--- src/hdl/ucr_pkg.sv ---
// Package: command table, diagnostic byte layout and state types for the command/response engine
`default_nettype none
package ucr_pkg;
   localparam int unsigned CNT_W = 8;
   localparam int unsigned BIT_W = 16;
   localparam logic [2:0]  DIAG_TOP_ZERO = 3'h0;
   localparam logic [1:0]  DIAG_TOP = 2'h1;
   localparam logic [CNT_W-1:0] CNT_ONE = 8'h01;
   localparam logic [CNT_W-1:0] CNT_ZERO = 8'h00;
   localparam logic [BIT_W-1:0] BIT_ONE = 16'h0001;
   // Command codes
   localparam logic [4:0] CMD_RUN_LAST      = 5'h04;
   localparam logic [4:0] CMD_RESULT_READ   = 5'h05;
   localparam logic [4:0] CMD_TEMP_READ     = 5'h06;
   localparam logic [4:0] CMD_DUMP_READ     = 5'h07;
   localparam logic [4:0] CMD_DIAG_READ     = 5'h08;
   localparam logic [4:0] CMD_REG_READ      = 5'h09;
   localparam logic [4:0] CMD_REG_WRITE     = 5'h0a;
   localparam logic [4:0] CMD_EE_READ       = 5'h0b;
   localparam logic [4:0] CMD_EE_WRITE      = 5'h0c;
   localparam logic [4:0] CMD_GAIN_READ     = 5'h0d;
   localparam logic [4:0] CMD_GAIN_WRITE    = 5'h0e;
   localparam logic [4:0] CMD_THR_READ      = 5'h0f;
   localparam logic [4:0] CMD_THR_WRITE     = 5'h10;
   localparam logic [4:0] CMD_BC_FIRST      = 5'h11;
   localparam logic [4:0] CMD_BC_RUN_LAST   = 5'h14;
   localparam logic [4:0] CMD_BC_REG_WRITE  = 5'h16;
   localparam logic [4:0] CMD_BC_EE_WRITE   = 5'h17;
   localparam logic [4:0] CMD_BC_GAIN_WRITE = 5'h18;
   localparam logic [4:0] CMD_BC_THR_WRITE  = 5'h19;
   localparam logic [4:0] CMD_RSVD_FIRST    = 5'h1a;
   // Byte counts
   localparam logic [CNT_W-1:0] LEN_RUN     = 8'h01;
   localparam logic [CNT_W-1:0] LEN_REG_WR  = 8'h02;
   localparam logic [CNT_W-1:0] LEN_EE      = 8'h2b;
   localparam logic [CNT_W-1:0] LEN_GAIN    = 8'h07;
   localparam logic [CNT_W-1:0] LEN_THR     = 8'h20;
   localparam logic [CNT_W-1:0] LEN_RESULT  = 8'h20;
   localparam logic [CNT_W-1:0] LEN_TEMP    = 8'h02;
   localparam logic [CNT_W-1:0] LEN_DUMP    = 8'h80;
   localparam logic [CNT_W-1:0] LEN_DIAG    = 8'h03;
   localparam logic [CNT_W-1:0] LEN_REG_RD  = 8'h01;

   typedef struct packed {
      logic [2:0] addr;
      logic [4:0] code;
   } ucr_cmd_t;

   typedef struct packed {
      logic [1:0] top;
      logic       b5;
      logic       b4;
      logic       b3;
      logic       b2;
      logic       b1;
      logic       b0;
   } ucr_diag_t;

   // Sticky communication errors, also used for the per-cycle event inputs
   typedef struct packed {
      logic comm;
      logic inv_cmd;
      logic chk;
      logic width;
      logic rate;
   } ucr_err_t;

   // Page-one health inputs
   typedef struct packed {
      logic eeprom_crc;
      logic volt;
      logic freq;
      logic thr_crc;
   } ucr_health_t;

   typedef enum logic [9:0] {
      ST_IDLE  = 10'h001,
      ST_CMD   = 10'h002,
      ST_DATA  = 10'h004,
      ST_CHK   = 10'h008,
      ST_GAP   = 10'h010,
      ST_DIAG  = 10'h020,
      ST_RDREQ = 10'h040,
      ST_RDWT  = 10'h080,
      ST_SEND  = 10'h100,
      ST_SUM   = 10'h200
   } ucr_state_t;

   function automatic logic [CNT_W-1:0] req_len(input logic [4:0] c);
      logic [CNT_W-1:0] n;
      n = CNT_ZERO;
      if (c <= CMD_RUN_LAST || (c >= CMD_BC_FIRST && c < CMD_BC_REG_WRITE)) n = LEN_RUN;
      else if (c == CMD_REG_WRITE || c == CMD_BC_REG_WRITE) n = LEN_REG_WR;
      else if (c == CMD_EE_WRITE || c == CMD_BC_EE_WRITE) n = LEN_EE;
      else if (c == CMD_GAIN_WRITE || c == CMD_BC_GAIN_WRITE) n = LEN_GAIN;
      else if (c == CMD_THR_WRITE || c == CMD_BC_THR_WRITE) n = LEN_THR;
      return n;
   endfunction

   function automatic logic [CNT_W-1:0] resp_len(input logic [4:0] c);
      logic [CNT_W-1:0] n;
      n = CNT_ZERO;
      unique case (c)
         CMD_RESULT_READ: n = LEN_RESULT;
         CMD_TEMP_READ:   n = LEN_TEMP;
         CMD_DUMP_READ:   n = LEN_DUMP;
         CMD_DIAG_READ:   n = LEN_DIAG;
         CMD_REG_READ:    n = LEN_REG_RD;
         CMD_EE_READ:     n = LEN_EE;
         CMD_GAIN_READ:   n = LEN_GAIN;
         CMD_THR_READ:    n = LEN_THR;
         default:         n = CNT_ZERO;
      endcase
      return n;
   endfunction

   function automatic logic is_run(input logic [4:0] c);
      return (c <= CMD_RUN_LAST) || (c >= CMD_BC_FIRST && c <= CMD_BC_RUN_LAST);
   endfunction
endpackage
`default_nettype wire

--- src/hdl/ucr_checksum.sv ---
// Running checksum: carry-wrapped byte sum, inverted on output
`default_nettype none
module ucr_checksum (
   // Clock and reset
   input  wire logic       clk,
   input  wire logic       rst,
   // Accumulate control
   input  wire logic       clr,
   input  wire logic       add,
   input  wire logic [7:0] byte_in,
   // Result
   output logic      [7:0] sum
);
   typedef struct packed {
      logic [7:0] acc;
   } ucr_chk_state_t;

   ucr_chk_state_t q_ff;
   ucr_chk_state_t nxt_q;
   logic [8:0]     wide;

   always_comb begin
      nxt_q = q_ff;
      wide  = {1'b0, q_ff.acc} + {1'b0, byte_in};
      if (clr) begin
         nxt_q.acc = 8'h00;
      end else if (add) begin
         nxt_q.acc = wide[7:0] + {7'h00, wide[8]};
      end
   end

   always_ff @(posedge clk) begin
      if (rst) begin
         q_ff <= '0;
      end else begin
         q_ff <= nxt_q;
      end
   end

   assign sum = ~q_ff.acc;
endmodule // ucr_checksum
`default_nettype wire

--- src/hdl/ucr_engine.sv ---
// Command/response engine: frame decode, write strobes, response with diagnostic byte and checksum
`default_nettype none
// Summary of operation
// Controller waits 50 us after any bulk write before reading.
// Controller waits 60 us after gain/threshold register write, else 3.3 us.
// Diagnostic readout before any run command is flagged as invalid data.
// Result read while echo dump enabled is flagged as invalid or stale.
// Command byte holds address and code; fixed data byte count is stored.
// Controller ends a no-response frame with its checksum.
// New no-response command aborts busy work and executes at once.
// Response requests carry no checksum; device sends data and checksum.
// One bit period of silence before the response starts.
// Register read takes one address byte plus checksum, then normal response.
// Request while busy gets a diagnostic byte with busy bit set.
// New request during a response is ignored until it completes.
// Every response begins with the diagnostic byte.
// Error bits latch between responses and clear after a response.
// Diagnostic byte is included in the response checksum.
// Diagnostic bits 7:6 always sent as 01.
// Page 0: bit 0 busy, bit 1 sync bit rate out of range.
// Page 0: bit 2 sync width mismatch, bit 3 checksum, bit 4 invalid command.
// Page 0: bit 5 general communication error.
// Page 1: threshold CRC, frequency, voltage, zero, EEPROM/trim CRC.
// Both ends use the same checksum over the covered bytes.
module ucr_engine (
   // Clock and reset
   input  wire logic                    clk,
   input  wire logic                    rst,
   // Received bytes
   input  wire logic                    frame_start,
   input  wire logic                    rx_valid,
   input  wire logic [7:0]              rx_data,
   // Configuration and status
   input  wire logic [2:0]              dev_addr,
   input  wire logic [15:0]             bit_period,
   input  wire logic                    diag_page_select,
   input  wire logic                    echo_dump_en,
   input  wire logic                    busy_in,
   input  wire ucr_pkg::ucr_err_t       err_event,
   input  wire ucr_pkg::ucr_health_t    health,
   // Stored data and command execution
   output logic                         wr_valid,
   output logic [7:0]                   wr_idx,
   output logic [7:0]                   wr_data,
   output logic                         exec,
   output logic                         abort,
   output logic [4:0]                   exec_cmd,
   // Response data fetch
   output logic                         rd_req,
   output logic [4:0]                   rd_cmd,
   output logic [7:0]                   rd_idx,
   output logic [7:0]                   rd_reg,
   input  wire logic                    rd_valid,
   input  wire logic [7:0]              rd_data,
   output logic                         resp_data_invalid,
   // Transmit bytes
   output logic                         tx_valid,
   output logic [7:0]                   tx_data,
   input  wire logic                    tx_ready,
   // Sticky error view
   output ucr_pkg::ucr_err_t            err_status
);
   typedef struct packed {
      ucr_pkg::ucr_state_t st;
      logic [4:0]          cmd;
      logic                reg_read;
      logic [7:0]          cnt;
      logic [7:0]          idx;
      logic [15:0]         gap;
      logic                busy_resp;
      logic                ran;
      ucr_pkg::ucr_err_t   err;
      logic                wr_valid;
      logic [7:0]          wr_data;
      logic                exec;
      logic                abort;
      logic                rd_req;
      logic [7:0]          rd_reg;
      logic                invalid;
      logic                tx_valid;
      logic [7:0]          tx_data;
   } ucr_eng_state_t;

   ucr_eng_state_t      q_ff;
   ucr_eng_state_t      nxt_q;
   ucr_pkg::ucr_cmd_t   cmd_in;
   ucr_pkg::ucr_diag_t  diag;
   logic                chk_clr;
   logic                chk_add;
   logic [7:0]          chk_byte;
   logic [7:0]          chk_sum;
   logic                tx_done;
   logic                resp_end;

   ucr_checksum u_chk (
      .clk     (clk),
      .rst     (rst),
      .clr     (chk_clr),
      .add     (chk_add),
      .byte_in (chk_byte),
      .sum     (chk_sum)
   );

   // Diagnostic byte for the selected page
   always_comb begin
      diag.top = ucr_pkg::DIAG_TOP;
      diag.b0  = q_ff.busy_resp;
      if (!diag_page_select) begin
         diag.b1 = q_ff.err.rate;
         diag.b2 = q_ff.err.width;
         diag.b3 = q_ff.err.chk;
         diag.b4 = q_ff.err.inv_cmd;
         diag.b5 = q_ff.err.comm;
      end else begin
         diag.b1 = health.thr_crc;
         diag.b2 = health.freq;
         diag.b3 = health.volt;
         diag.b4 = 1'b0;
         diag.b5 = health.eeprom_crc;
      end
   end

   assign cmd_in  = ucr_pkg::ucr_cmd_t'(rx_data);
   assign tx_done = q_ff.tx_valid && tx_ready;

   always_comb begin
      nxt_q          = q_ff;
      nxt_q.wr_valid = 1'b0;
      nxt_q.exec     = 1'b0;
      nxt_q.abort    = 1'b0;
      nxt_q.rd_req   = 1'b0;
      chk_clr        = 1'b0;
      chk_add        = 1'b0;
      chk_byte       = rx_data;
      resp_end       = 1'b0;
      unique case (q_ff.st)
         ucr_pkg::ST_IDLE: begin
            if (frame_start) begin
               chk_clr  = 1'b1;
               nxt_q.st = ucr_pkg::ST_CMD;
            end
         end
         ucr_pkg::ST_CMD: begin
            if (rx_valid) begin
               chk_add        = 1'b1;
               nxt_q.cmd      = cmd_in.code;
               nxt_q.idx      = ucr_pkg::CNT_ZERO;
               nxt_q.reg_read = (cmd_in.code == ucr_pkg::CMD_REG_READ);
               nxt_q.st       = ucr_pkg::ST_IDLE;
               if (cmd_in.code >= ucr_pkg::CMD_RSVD_FIRST) begin
                  nxt_q.err.inv_cmd = 1'b1;
               end else if (cmd_in.addr == dev_addr || cmd_in.code >= ucr_pkg::CMD_BC_FIRST) begin
                  if (cmd_in.code == ucr_pkg::CMD_REG_READ) begin
                     nxt_q.cnt = ucr_pkg::LEN_REG_RD;
                     nxt_q.st  = ucr_pkg::ST_DATA;
                  end else if (ucr_pkg::resp_len(cmd_in.code) != ucr_pkg::CNT_ZERO) begin
                     // Response request: no checksum from the controller
                     chk_clr         = 1'b1;
                     nxt_q.busy_resp = busy_in;
                     nxt_q.cnt       = busy_in ? ucr_pkg::CNT_ZERO : ucr_pkg::resp_len(cmd_in.code);
                     nxt_q.invalid   = (cmd_in.code == ucr_pkg::CMD_DIAG_READ && !q_ff.ran)
                                    || (cmd_in.code == ucr_pkg::CMD_RESULT_READ && echo_dump_en);
                     nxt_q.gap       = bit_period;
                     nxt_q.st        = ucr_pkg::ST_GAP;
                  end else begin
                     nxt_q.cnt = ucr_pkg::req_len(cmd_in.code);
                     nxt_q.st  = (ucr_pkg::req_len(cmd_in.code) == ucr_pkg::CNT_ZERO) ? ucr_pkg::ST_CHK
                                                                                      : ucr_pkg::ST_DATA;
                  end
               end
            end
         end
         ucr_pkg::ST_DATA: begin
            if (rx_valid) begin
               chk_add   = 1'b1;
               nxt_q.idx = q_ff.idx + ucr_pkg::CNT_ONE;
               nxt_q.cnt = q_ff.cnt - ucr_pkg::CNT_ONE;
               if (q_ff.reg_read) begin
                  nxt_q.rd_reg = rx_data;
               end else begin
                  nxt_q.wr_valid = 1'b1;
                  nxt_q.wr_data  = rx_data;
               end
               if (q_ff.cnt == ucr_pkg::CNT_ONE) begin
                  nxt_q.st = ucr_pkg::ST_CHK;
               end
            end
         end
         ucr_pkg::ST_CHK: begin
            if (rx_valid) begin
               nxt_q.st = ucr_pkg::ST_IDLE;
               if (rx_data != chk_sum) begin
                  nxt_q.err.chk = 1'b1;
               end else if (q_ff.reg_read) begin
                  chk_clr         = 1'b1;
                  nxt_q.busy_resp = busy_in;
                  nxt_q.cnt       = busy_in ? ucr_pkg::CNT_ZERO : ucr_pkg::LEN_REG_RD;
                  nxt_q.invalid   = 1'b0;
                  nxt_q.idx       = ucr_pkg::CNT_ZERO;
                  nxt_q.gap       = bit_period;
                  nxt_q.st        = ucr_pkg::ST_GAP;
               end else begin
                  nxt_q.exec  = 1'b1;
                  nxt_q.abort = busy_in;
                  if (ucr_pkg::is_run(q_ff.cmd)) begin
                     nxt_q.ran = 1'b1;
                  end
               end
            end
         end
         ucr_pkg::ST_GAP: begin
            // Line stays idle one bit time
            nxt_q.gap = q_ff.gap - ucr_pkg::BIT_ONE;
            if (q_ff.gap <= ucr_pkg::BIT_ONE) begin
               nxt_q.st       = ucr_pkg::ST_DIAG;
               nxt_q.tx_valid = 1'b1;
               nxt_q.tx_data  = diag;
               chk_add        = 1'b1;
               chk_byte       = diag;
            end
         end
         ucr_pkg::ST_DIAG: begin
            if (tx_done) begin
               nxt_q.tx_valid = 1'b0;
               nxt_q.st = (q_ff.cnt == ucr_pkg::CNT_ZERO) ? ucr_pkg::ST_SUM : ucr_pkg::ST_RDREQ;
            end
         end
         ucr_pkg::ST_RDREQ: begin
            nxt_q.rd_req = 1'b1;
            nxt_q.st     = ucr_pkg::ST_RDWT;
         end
         ucr_pkg::ST_RDWT: begin
            if (rd_valid) begin
               nxt_q.tx_valid = 1'b1;
               nxt_q.tx_data  = rd_data;
               chk_add        = 1'b1;
               chk_byte       = rd_data;
               nxt_q.st       = ucr_pkg::ST_SEND;
            end
         end
         ucr_pkg::ST_SEND: begin
            if (tx_done) begin
               nxt_q.tx_valid = 1'b0;
               nxt_q.idx      = q_ff.idx + ucr_pkg::CNT_ONE;
               nxt_q.cnt      = q_ff.cnt - ucr_pkg::CNT_ONE;
               nxt_q.st = (q_ff.cnt == ucr_pkg::CNT_ONE) ? ucr_pkg::ST_SUM : ucr_pkg::ST_RDREQ;
            end
         end
         ucr_pkg::ST_SUM: begin
            if (!q_ff.tx_valid) begin
               nxt_q.tx_valid = 1'b1;
               nxt_q.tx_data  = chk_sum;
            end else if (tx_ready) begin
               nxt_q.tx_valid = 1'b0;
               resp_end       = 1'b1;
               nxt_q.st       = ucr_pkg::ST_IDLE;
            end
         end
      endcase
      // Clear after a response, then new events set (set wins)
      if (resp_end) begin
         nxt_q.err = '0;
      end
      nxt_q.err = nxt_q.err | err_event;
   end

   always_ff @(posedge clk) begin
      if (rst) begin
         q_ff    <= '0;
         q_ff.st <= ucr_pkg::ST_IDLE;
      end else begin
         q_ff <= nxt_q;
      end
   end

   assign wr_valid          = q_ff.wr_valid;
   assign wr_idx            = q_ff.idx;
   assign wr_data           = q_ff.wr_data;
   assign exec              = q_ff.exec;
   assign abort             = q_ff.abort;
   assign exec_cmd          = q_ff.cmd;
   assign rd_req            = q_ff.rd_req;
   assign rd_cmd            = q_ff.cmd;
   assign rd_idx            = q_ff.idx;
   assign rd_reg            = q_ff.rd_reg;
   assign resp_data_invalid = q_ff.invalid;
   assign tx_valid          = q_ff.tx_valid;
   assign tx_data           = q_ff.tx_data;
   assign err_status        = q_ff.err;

   a_gap_before_tx: assert property (@(posedge clk) disable iff (rst)
      $rose(q_ff.tx_valid) && q_ff.st == ucr_pkg::ST_DIAG |-> $past(q_ff.st == ucr_pkg::ST_GAP))
      else $error("Response started without the one bit gap");
   a_diag_top_bits: assert property (@(posedge clk) disable iff (rst)
      q_ff.tx_valid && q_ff.st == ucr_pkg::ST_DIAG |-> q_ff.tx_data[7:6] == ucr_pkg::DIAG_TOP)
      else $error("Diagnostic top bits not 01");
   a_diag_first: assert property (@(posedge clk) disable iff (rst)
      q_ff.st == ucr_pkg::ST_GAP ##1 q_ff.st != ucr_pkg::ST_GAP |-> q_ff.st == ucr_pkg::ST_DIAG)
      else $error("Response did not start with diagnostic byte");
   a_busy_diag_only: assert property (@(posedge clk) disable iff (rst)
      q_ff.st == ucr_pkg::ST_DIAG && q_ff.busy_resp && tx_done
      |-> q_ff.tx_data[0] ##1 q_ff.st == ucr_pkg::ST_SUM)
      else $error("Busy request did not get diagnostic only with busy bit");
   a_err_cleared: assert property (@(posedge clk) disable iff (rst)
      q_ff.st == ucr_pkg::ST_SUM && tx_done |=> q_ff.err == $past(err_event))
      else $error("Error bits not cleared after response");
   a_abort_with_exec: assert property (@(posedge clk) disable iff (rst)
      q_ff.st == ucr_pkg::ST_CHK && rx_valid && rx_data == chk_sum && !q_ff.reg_read && busy_in
      |=> q_ff.exec && q_ff.abort)
      else $error("Busy work not aborted by new command");
   a_ignore_request: assert property (@(posedge clk) disable iff (rst)
      frame_start && (q_ff.st == ucr_pkg::ST_SEND || q_ff.st == ucr_pkg::ST_RDWT) |=> q_ff.st != ucr_pkg::ST_CMD)
      else $error("New request taken during a response");
   a_chk_mismatch: assert property (@(posedge clk) disable iff (rst)
      q_ff.st == ucr_pkg::ST_CHK && rx_valid && rx_data != chk_sum |=> q_ff.err.chk && !q_ff.exec)
      else $error("Checksum mismatch not flagged");
   a_page1_zero: assert property (@(posedge clk) disable iff (rst)
      $rose(q_ff.tx_valid) && q_ff.st == ucr_pkg::ST_DIAG && $past(diag_page_select) |-> !q_ff.tx_data[4])
      else $error("Page one bit 4 not zero");
   a_diag_invalid: assert property (@(posedge clk) disable iff (rst)
      q_ff.st == ucr_pkg::ST_CMD && rx_valid && cmd_in.code == ucr_pkg::CMD_DIAG_READ
      && cmd_in.addr == dev_addr && !busy_in && !q_ff.ran |=> q_ff.invalid)
      else $error("Diagnostic readout before run not flagged");
endmodule // ucr_engine
`default_nettype wire

--- config.mk ---
export PLATFORM = sky130hd
export DESIGN_NAME = ucr_engine
export DESIGN_NICKNAME = d
export VERILOG_FILES = /design/src/hdl/ucr_pkg.sv /design/src/hdl/ucr_checksum.sv /design/src/hdl/ucr_engine.sv
export SDC_FILE = /design/constraint.sdc
export NUM_CORES = 1
export LEC_CHECK = 0
export BUFFER_PORTS_ARGS = -buffer_cell sky130_fd_sc_hd__buf_2
export CAP_MARGIN = 30
export CELL_PAD_IN_SITES_DETAIL_PLACEMENT = 0
export CELL_PAD_IN_SITES_GLOBAL_PLACEMENT = 1
export CORE_ASPECT_RATIO = 1.5
export CORE_UTILIZATION = 42
export DETAILED_ROUTE_END_ITERATION = 7
export PLACE_DENSITY_LB_ADDON = 0.1
export SYNTH_ARGS = -nofsm -noshare
export SYNTH_HDL_FRONTEND = slang
export SYNTH_SLANG_ARGS = --single-unit
--- constraint.sdc ---
create_clock -name clk -period 6.1 [get_ports clk]
set_input_delay 1.83 -clock clk [delete_from_list [all_inputs] [get_ports clk]]
set_output_delay 1.83 -clock clk [all_outputs]
set_load 0.02 [all_outputs]
==> results of run 1 <==
-- power by group through the flow --
stage	logic (mW)	registers (mW)	clock network, mW
3_3_place_gp	0.306	0.665	0
4_1_cts	0.309	0.652	0.607
3_5_place_dp	0.308	0.666	0
6_report	0.312	0.652	0.590
5_1_grt	0.347	0.655	0.632
2_1_floorplan	0.237	0.653	0
-- layer usage --
metal  track usage [%]  vias to the layer above  part of all wire, %
met5                 0                        -                    0
met4              12.7                        0                  3.6
met3              3.03                       44                  3.9
met2              43.8                      171                   52
met1              27.4                     2926                   40
li1                  -                     3029                    -
-- synth_stat cells, drive strengths merged (4+ instances only) --
master / count
a211oi: 26
a21o: 5
a21oi: 60
a221oi: 8
a22o: 4
a31oi: 9
a41oi: 4
and2: 8
and3: 4
buf: 69
clkbuf: 32
dfxtp: 93
ha: 22
inv: 26
mux2: 4
mux2i: 17
nand2: 95
nand2b: 18
nand3: 17
nand3b: 4
nand4: 7
nor2: 99
nor2b: 9
nor3: 24
nor3b: 5
nor4: 24
nor4b: 4
o211ai: 8
o21ai: 34
o22ai: 4
o32ai: 4
or3: 5
or4: 9
xnor2: 23
xor2: 13
-- worst max-delay path, delay by kind of cell --
family                   cells  cell delay [ps]
AO/OA/AOI/OAI                6              930
XOR/XNOR                     1              270
adder cells (fa/ha/maj)      3              790
buffers and inverters        2              170
AND/OR/NAND/NOR              8             1250
-- metrics by stage --
| stage | hold slack, ps | cell area (µm²) | setup slack, ps | instances |
|---|---|---|---|---|
| after floorplan | 432 | 6540 | 1190 | 846 |
| after global placement | 436 | 6800 | 947 | 1064 |
| after detailed placement | 447 | 6800 | 808 | 1064 |
| after CTS | 456 | 7110 | 1170 | 1080 |
| after global routing | 482 | 7140 | 742 | 1082 |
| final | 453 | 7140 | 1130 | 1082 |
-- final timing paths --
path,from,end
max,rd_valid,u_chk.q_ff[7]
min,wr_data[6],wr_data[6]
max reg2reg,q_ff[79],u_chk.q_ff[7]
min reg2reg,wr_data[6],wr_data[6]
-- cells by family (layout without fill, tap and decap cells) --
logic type / Yosys count / count (layout) / share of synthesized area [%]
other: 0 / 1 / 0
AOI/OAI and AO/OA: 202 / 202 / 21.1
muxes: 21 / 21 / 3.29
adders and majority gates: 23 / 23 / 4.51
xor gates and xnor gates: 37 / 37 / 5.18
DFF: 93 / 93 / 28.5
and+or+nand+nor: 342 / 342 / 26.6
buffers and inverters: 128 / 164 / 10.9
-- layout make-up --
type | count | area, µm² | area share (%)
clock buffers | 11 | 253 | 3.54
clock inverters | 5 | 58.8 | 0.824
inverters | 27 | 101 | 1.42
well taps | 199 | 249 | 3.49
multi-input cells | 625 | 3970 | 55.6
repair buffers | 121 | 646 | 9.05
flip-flops and latches | 93 | 1860 | 26.1
diodes | 1 | 2.50 | 0.0351
==> run_results.csv, run 1 <==
group,metric,value,unit
drt,wl,19100,µm
power_and_ir_drop,vdd.ir_drop.worst,110,µV
worst_setup_path,endpoint_kind,"register",
grt,grt_pass1_wl,31000,µm
floorplanning,die_area,0.0161,mm²
final_layout,area_delta_synth_final,9.13,%
place,detailedPlacementHpwl,14600,µm
sta,timing.clock.skew,4.75,ps
cts,cts.path.max_buffers,2,
final_layout,max_reg_flops,36,
cts,clock_sinks,93,
power_and_ir_drop,power.sequential.fraction,42.0,%
worst_setup_path,worst_ep_required_time,6360,ps
worst_setup_path,cell_by_cell_trace_of_the_critical_path,"buf_2 > nand3_1 > o31a_1 > nand2_1 > o211ai_1 > ha_1 > inv_1 > fa_1 > nand2b_1 > a21oi_1 > a211oi_1 > nor2b_1 > o21ai_0 > nand2b_1 > ha_1 > nand3_1 > or2_2 > nor4_1 > xor3_1 > a211oi_1",
sta,setup_tns,0,ps
power_and_ir_drop,share_clk_of_total_power,38.0,%
synthesis,synth_area_leaders,"dfxtp_1 (28%), buf_4 (6.3%), nor2_1 (5.6%), nand2_1 (5.5%), a21oi_1 (4.5%)",
cts,worstSkewPairLatency,350,ps
grt,grt_start_max_net_pins,50,
floorplanning,start_util,43.2,%
synthesis,yosys_warnings,0,
worst_setup_path,crit_slowest_cell,"fa_1",
power_and_ir_drop,pwr-share-comb,20.1,%
sta,report.final.setup_viol,0,
synthesis,synthDominantAreaCellType,"dfxtp_1",
final_layout,leading_cell_types_in_the_layout_fill_and_taps_excluded,"buf_2 (113), nor2_1 (97), nand2_1 (95)",
sta,final_max_slew_viol_count,0,
place,numPortBuffers,113,
floorplanning,die_h,155,µm
grt,grt_antenna_before_repair,1,
final_layout,largest_register,"q_ff",
synthesis,post_synth_instance_area,0.00654,mm²
drt,post_drt_wl_per_cell,17.7,µm
power_and_ir_drop,pwr_dens,218,mW/mm²
cts,clk_root_buffer_cell,"clkbuf_16",
worst_setup_path,cp_data_arrival_time,5230,ps
grt,grt_remaining_overflow,0,
status,outcome,"complete, no violations",
drt,number_of_detailed_routing_iterations_run_before_antenna_repair,5,
final_layout,post-route-util,47.1,%
floorplanning,die_w,104,µm
sta,hold_viol,0,
worst_setup_path,worstRegToRegCells,21,
worst_setup_path,worstSetupPathType,"input pin to register",
drt,antenna_violating_nets_post_route,0,
synthesis,avgSynthCellArea,7.73,µm²
power_and_ir_drop,total_leakage_power,2.84,nW
floorplanning,design.core.area,0.0151,mm²
cts,clk_pin_slew,70,ps
sta,period_minus_slack,4970,ps
sta,timing_worst_slew_pin_value,892,ps
cts,post_cts_resized,0,
power_and_ir_drop,total_power,1.55,mW
cts,tritoncts,"built",
final_layout,fillCellCount,1557,
floorplanning,num_io_pins,114,
cts,total_cts_buffers,9,
sta,timing.fmax,201,MHz
synthesis,yosys_most_used_dff,"dfxtp_1",
final_layout,layout_cell_share_with_drive_strength_beyond_1,18.4,%
cts,post_cts_buffers,0,
worst_setup_path,max_stage_delay,400,ps
power_and_ir_drop,internal_power,1.08,mW
drt,routed_via_density,5.70,
drt,detailed_router_s_first_iteration_violation_count,299,
worst_setup_path,cp_max_fo,7,
synthesis,synthCells,846,
synthesis,netlist-cell-type-count,81,
worst_setup_path,worst-r2r-setup-slack,1150,ps
synthesis,yosysTopAreaCellShare,28.5,%
flow_run,max_cap_viol_count,0,
synthesis,synth-seq-cells,93,
floorplanning,core.rowCount,55,
grt,global_route.usage.total,24.1,%
synthesis,synth_enable_flop_cells,0,
synthesis,postSynth.asyncResetShare,0,%
drt,drcViolationCount,0,
sta,grt_setup_unrepaired,"no",
final_layout,most_common_cell_after_layout_fill_and_taps_aside,"buf_2",
sta,final.period_utilization,81.4,%
power_and_ir_drop,net-switching-power,0.472,mW
synthesis,synth.yosys.seq_area_share,28.5,%
worst_setup_path,timing.critical_path.from_type,"input pin",
power_and_ir_drop,switching_share,30.4,%
cts,cts-hold-fix-buffers,0,
worst_hold_path,min_path_type,"register to register",
synthesis,synth.net_count,922,
place,place.gp.congestion,0.902,
worst_hold_path,holdPathStages,2,
grt,via_count_of_the_first_global_routing_pass,6121,
cts,cts-htree-levels,3,
sta,timing.slew.headroom,40.0,%
final_layout,layout.nets,953,
drt,number_of_vias_in_the_routed_layout,6170,
(Power assumes the default switching activity.)
==> run 2, diff against run 1 <==
Clock period 6.1 ns to 4.8 ns, I/O delays scaled along.
==> run 2 against run 1 <==
  * Cell area is 2.7% higher
  * Sequential power is 26% higher
  * Highest routed layer unchanged
  * Critical endpoint unchanged
  * Utilization is 1.3 points higher
  * Wire length is 2.2% higher
  * Critical path depth is 2 lower
  * Global-route usage is 0.60 points higher
==> run_results.csv, run 2 (synthesis results as in run 1) <==
group,metric,value,unit
status,outcome,"complete, no violations",
floorplanning,core.rowCount,55,
sta,holdWs,458,ps
final_layout,layout.nets,973,
sta,timing.fmax,225,MHz
worst_setup_path,cp_data_arrival_time,4720,ps
final_layout,area_delta_synth_final,12.0,%
floorplanning,die_h,155,µm
sta,timing.clock.skew,5.44,ps
drt,antenna_violating_nets_post_route,0,
cts,tritoncts,"built",
cts,clk_pin_slew,70,ps
sta,final_max_slew_viol_count,0,
sta,grt_setup_unrepaired,"no",
cts,cts-hold-fix-buffers,0,
drt,wl,19500,µm
grt,grt_start_max_net_pins,50,
drt,post_drt_wl_per_cell,17.7,µm
floorplanning,num_io_pins,114,
sta,postLayoutSetupSlackWorst,349,ps
cts,cts-htree-levels,3,
final_layout,fillCellCount,1576,
place,preCtsSetupSlack,-6.94,ps
sta,final.period_utilization,92.7,%
worst_setup_path,worst_ep_required_time,5070,ps
worst_setup_path,endpoint_kind,"register",
worst_setup_path,cp_max_fo,5,
cts,worstSkewPairLatency,350,ps
drt,drcViolationCount,0,
power_and_ir_drop,pwr_dens,282,mW/mm²
drt,detailed_router_s_first_iteration_violation_count,274,
final_layout,final_cells,1102,
final_layout,layout_cell_share_with_drive_strength_beyond_1,20.8,%
final_layout,post-route-util,48.4,%
place,total_instance_count_after_detailed_placement,1085,
sta,setup_tns,0,ps
sta,report.final.setup_viol,0,
cts,clk_root_buffer_cell,"clkbuf_16",
worst_setup_path,max_stage_delay,390,ps
place,numPortBuffers,113,
sta,timing.slew.headroom,45.2,%
worst_setup_path,crit_slowest_cell,"fa_1",
cts,cts.path.max_buffers,2,
final_layout,max_reg_flops,36,
place,detailedPlacementHpwl,15100,µm
sta,period_minus_slack,4450,ps
grt,global_route.usage.total,24.7,%
power_and_ir_drop,total_power,2.06,mW
worst_setup_path,worstSetupPathType,"input pin to register",
sta,hold_viol,0,
sta,timing_worst_slew_pin_value,818,ps
final_layout,largest_register,"q_ff",
cts,total_cts_buffers,9,
floorplanning,design.core.area,0.0151,mm²
worst_setup_path,timing.critical_path.from_type,"input pin",
worst_hold_path,min_path_type,"register to register",
drt,routed_via_density,5.73,
place,place.gp.congestion,0.897,
place,detailed_place.area,0.00697,mm²
floorplanning,die_area,0.0161,mm²
flow_run,max_cap_viol_count,0,
grt,via_count_of_the_first_global_routing_pass,6245,
worst_setup_path,path_delay_family,"simple AND/OR/NAND/NOR gates",
worst_setup_path,crit_buf_inv,2,
final_layout,leading_cell_types_in_the_layout_fill_and_taps_excluded,"buf_2 (113), nor2_1 (97), nand2_1 (95)",
power_and_ir_drop,vdd.ir_drop.worst,194,µV
grt,grt_remaining_overflow,0,
final_layout,postLayoutCellArea,0.00733,mm²
final_layout,most_common_cell_after_layout_fill_and_taps_aside,"buf_2",
drt,number_of_vias_in_the_routed_layout,6312,
grt,grt_pass1_wl,32000,µm
grt,grt_antenna_before_repair,1,
drt,number_of_detailed_routing_iterations_run_before_antenna_repair,5,
worst_setup_path,cell_by_cell_trace_of_the_critical_path,"buf_2 > and2_2 > a41oi_1 > a21o_1 > inv_1 > fa_1 > nand2b_1 > a21oi_1 > a211oi_1 > nor2b_1 > o21ai_0 > nand2b_1 > ha_1 > nand3_1 > or2_2 > nor4_1 > xor3_1 > a211oi_1",
floorplanning,start_util,43.2,%
power_and_ir_drop,total_leakage_power,2.95,nW
floorplanning,die_w,104,µm
cts,clock_sinks,93,
[run 2: cell types whose count changed in the layout (fill, tap and decap cells not counted), sizes merged]
| cell | change |
|---|---|
| inv | +4 |
| clkinv | -2 |
| bufinv | +1 |
| clkinvlp | -1 |
| buf | +20 |
| clkbuf | -2 |
[run 2: worst paths after layout]
check / startpoint / to / slack, ps / depth (start not counted)
setup / recovery: rd_valid / u_chk.q_ff[7] / 350 / 18
hold / removal: resp_data_invalid / resp_data_invalid / 460 / 2
setup reg to reg: q_ff[80] / u_chk.q_ff[7] / 350 / 20
hold reg to reg: resp_data_invalid / resp_data_invalid / 460 / 2
[run 2: cell type report]
class	instances	area [µm²]	share of cell area [%]
inverter	27	101	1.38
sequential	93	1860	25.4
clock inverter	7	105	1.43
timing repair buffer	141	788	10.8
clock buffer	9	225	3.07
multi-input combinational	625	3990	54.5
tap	199	249	3.40
antenna	1	2.50	0.0342
[run 2: where the power goes]
group / switching [mW] / internal, mW / total, mW
registers: 0.0275 / 0.794 / 0.822
logic: 0.261 / 0.165 / 0.426
clock network: 0.349 / 0.466 / 0.816
total: 0.638 / 1.43 / 2.06
[run 2: worst min-delay path, stage by stage (launching register included)]
cell and delay (ps):
dfxtp_1 310, nand2_1 50, a21oi_1 50
[run 2: timing repair]
action,4_1_cts,5_1_grt
setup endpoints to repair,0,1
gates resized for setup,0,6
buffers inserted,0,0
[run 2: metal layers]
layer | vias up | share of wire [%] | track usage [%]
met1 | 3006 | 40 | 28.1
li1 | 3087 | - | -
met2 | 174 | 53 | 45.9
met4 | 0 | 3.4 | 10.7
met3 | 45 | 3.8 | 3.20
met5 | - | 0 | 0
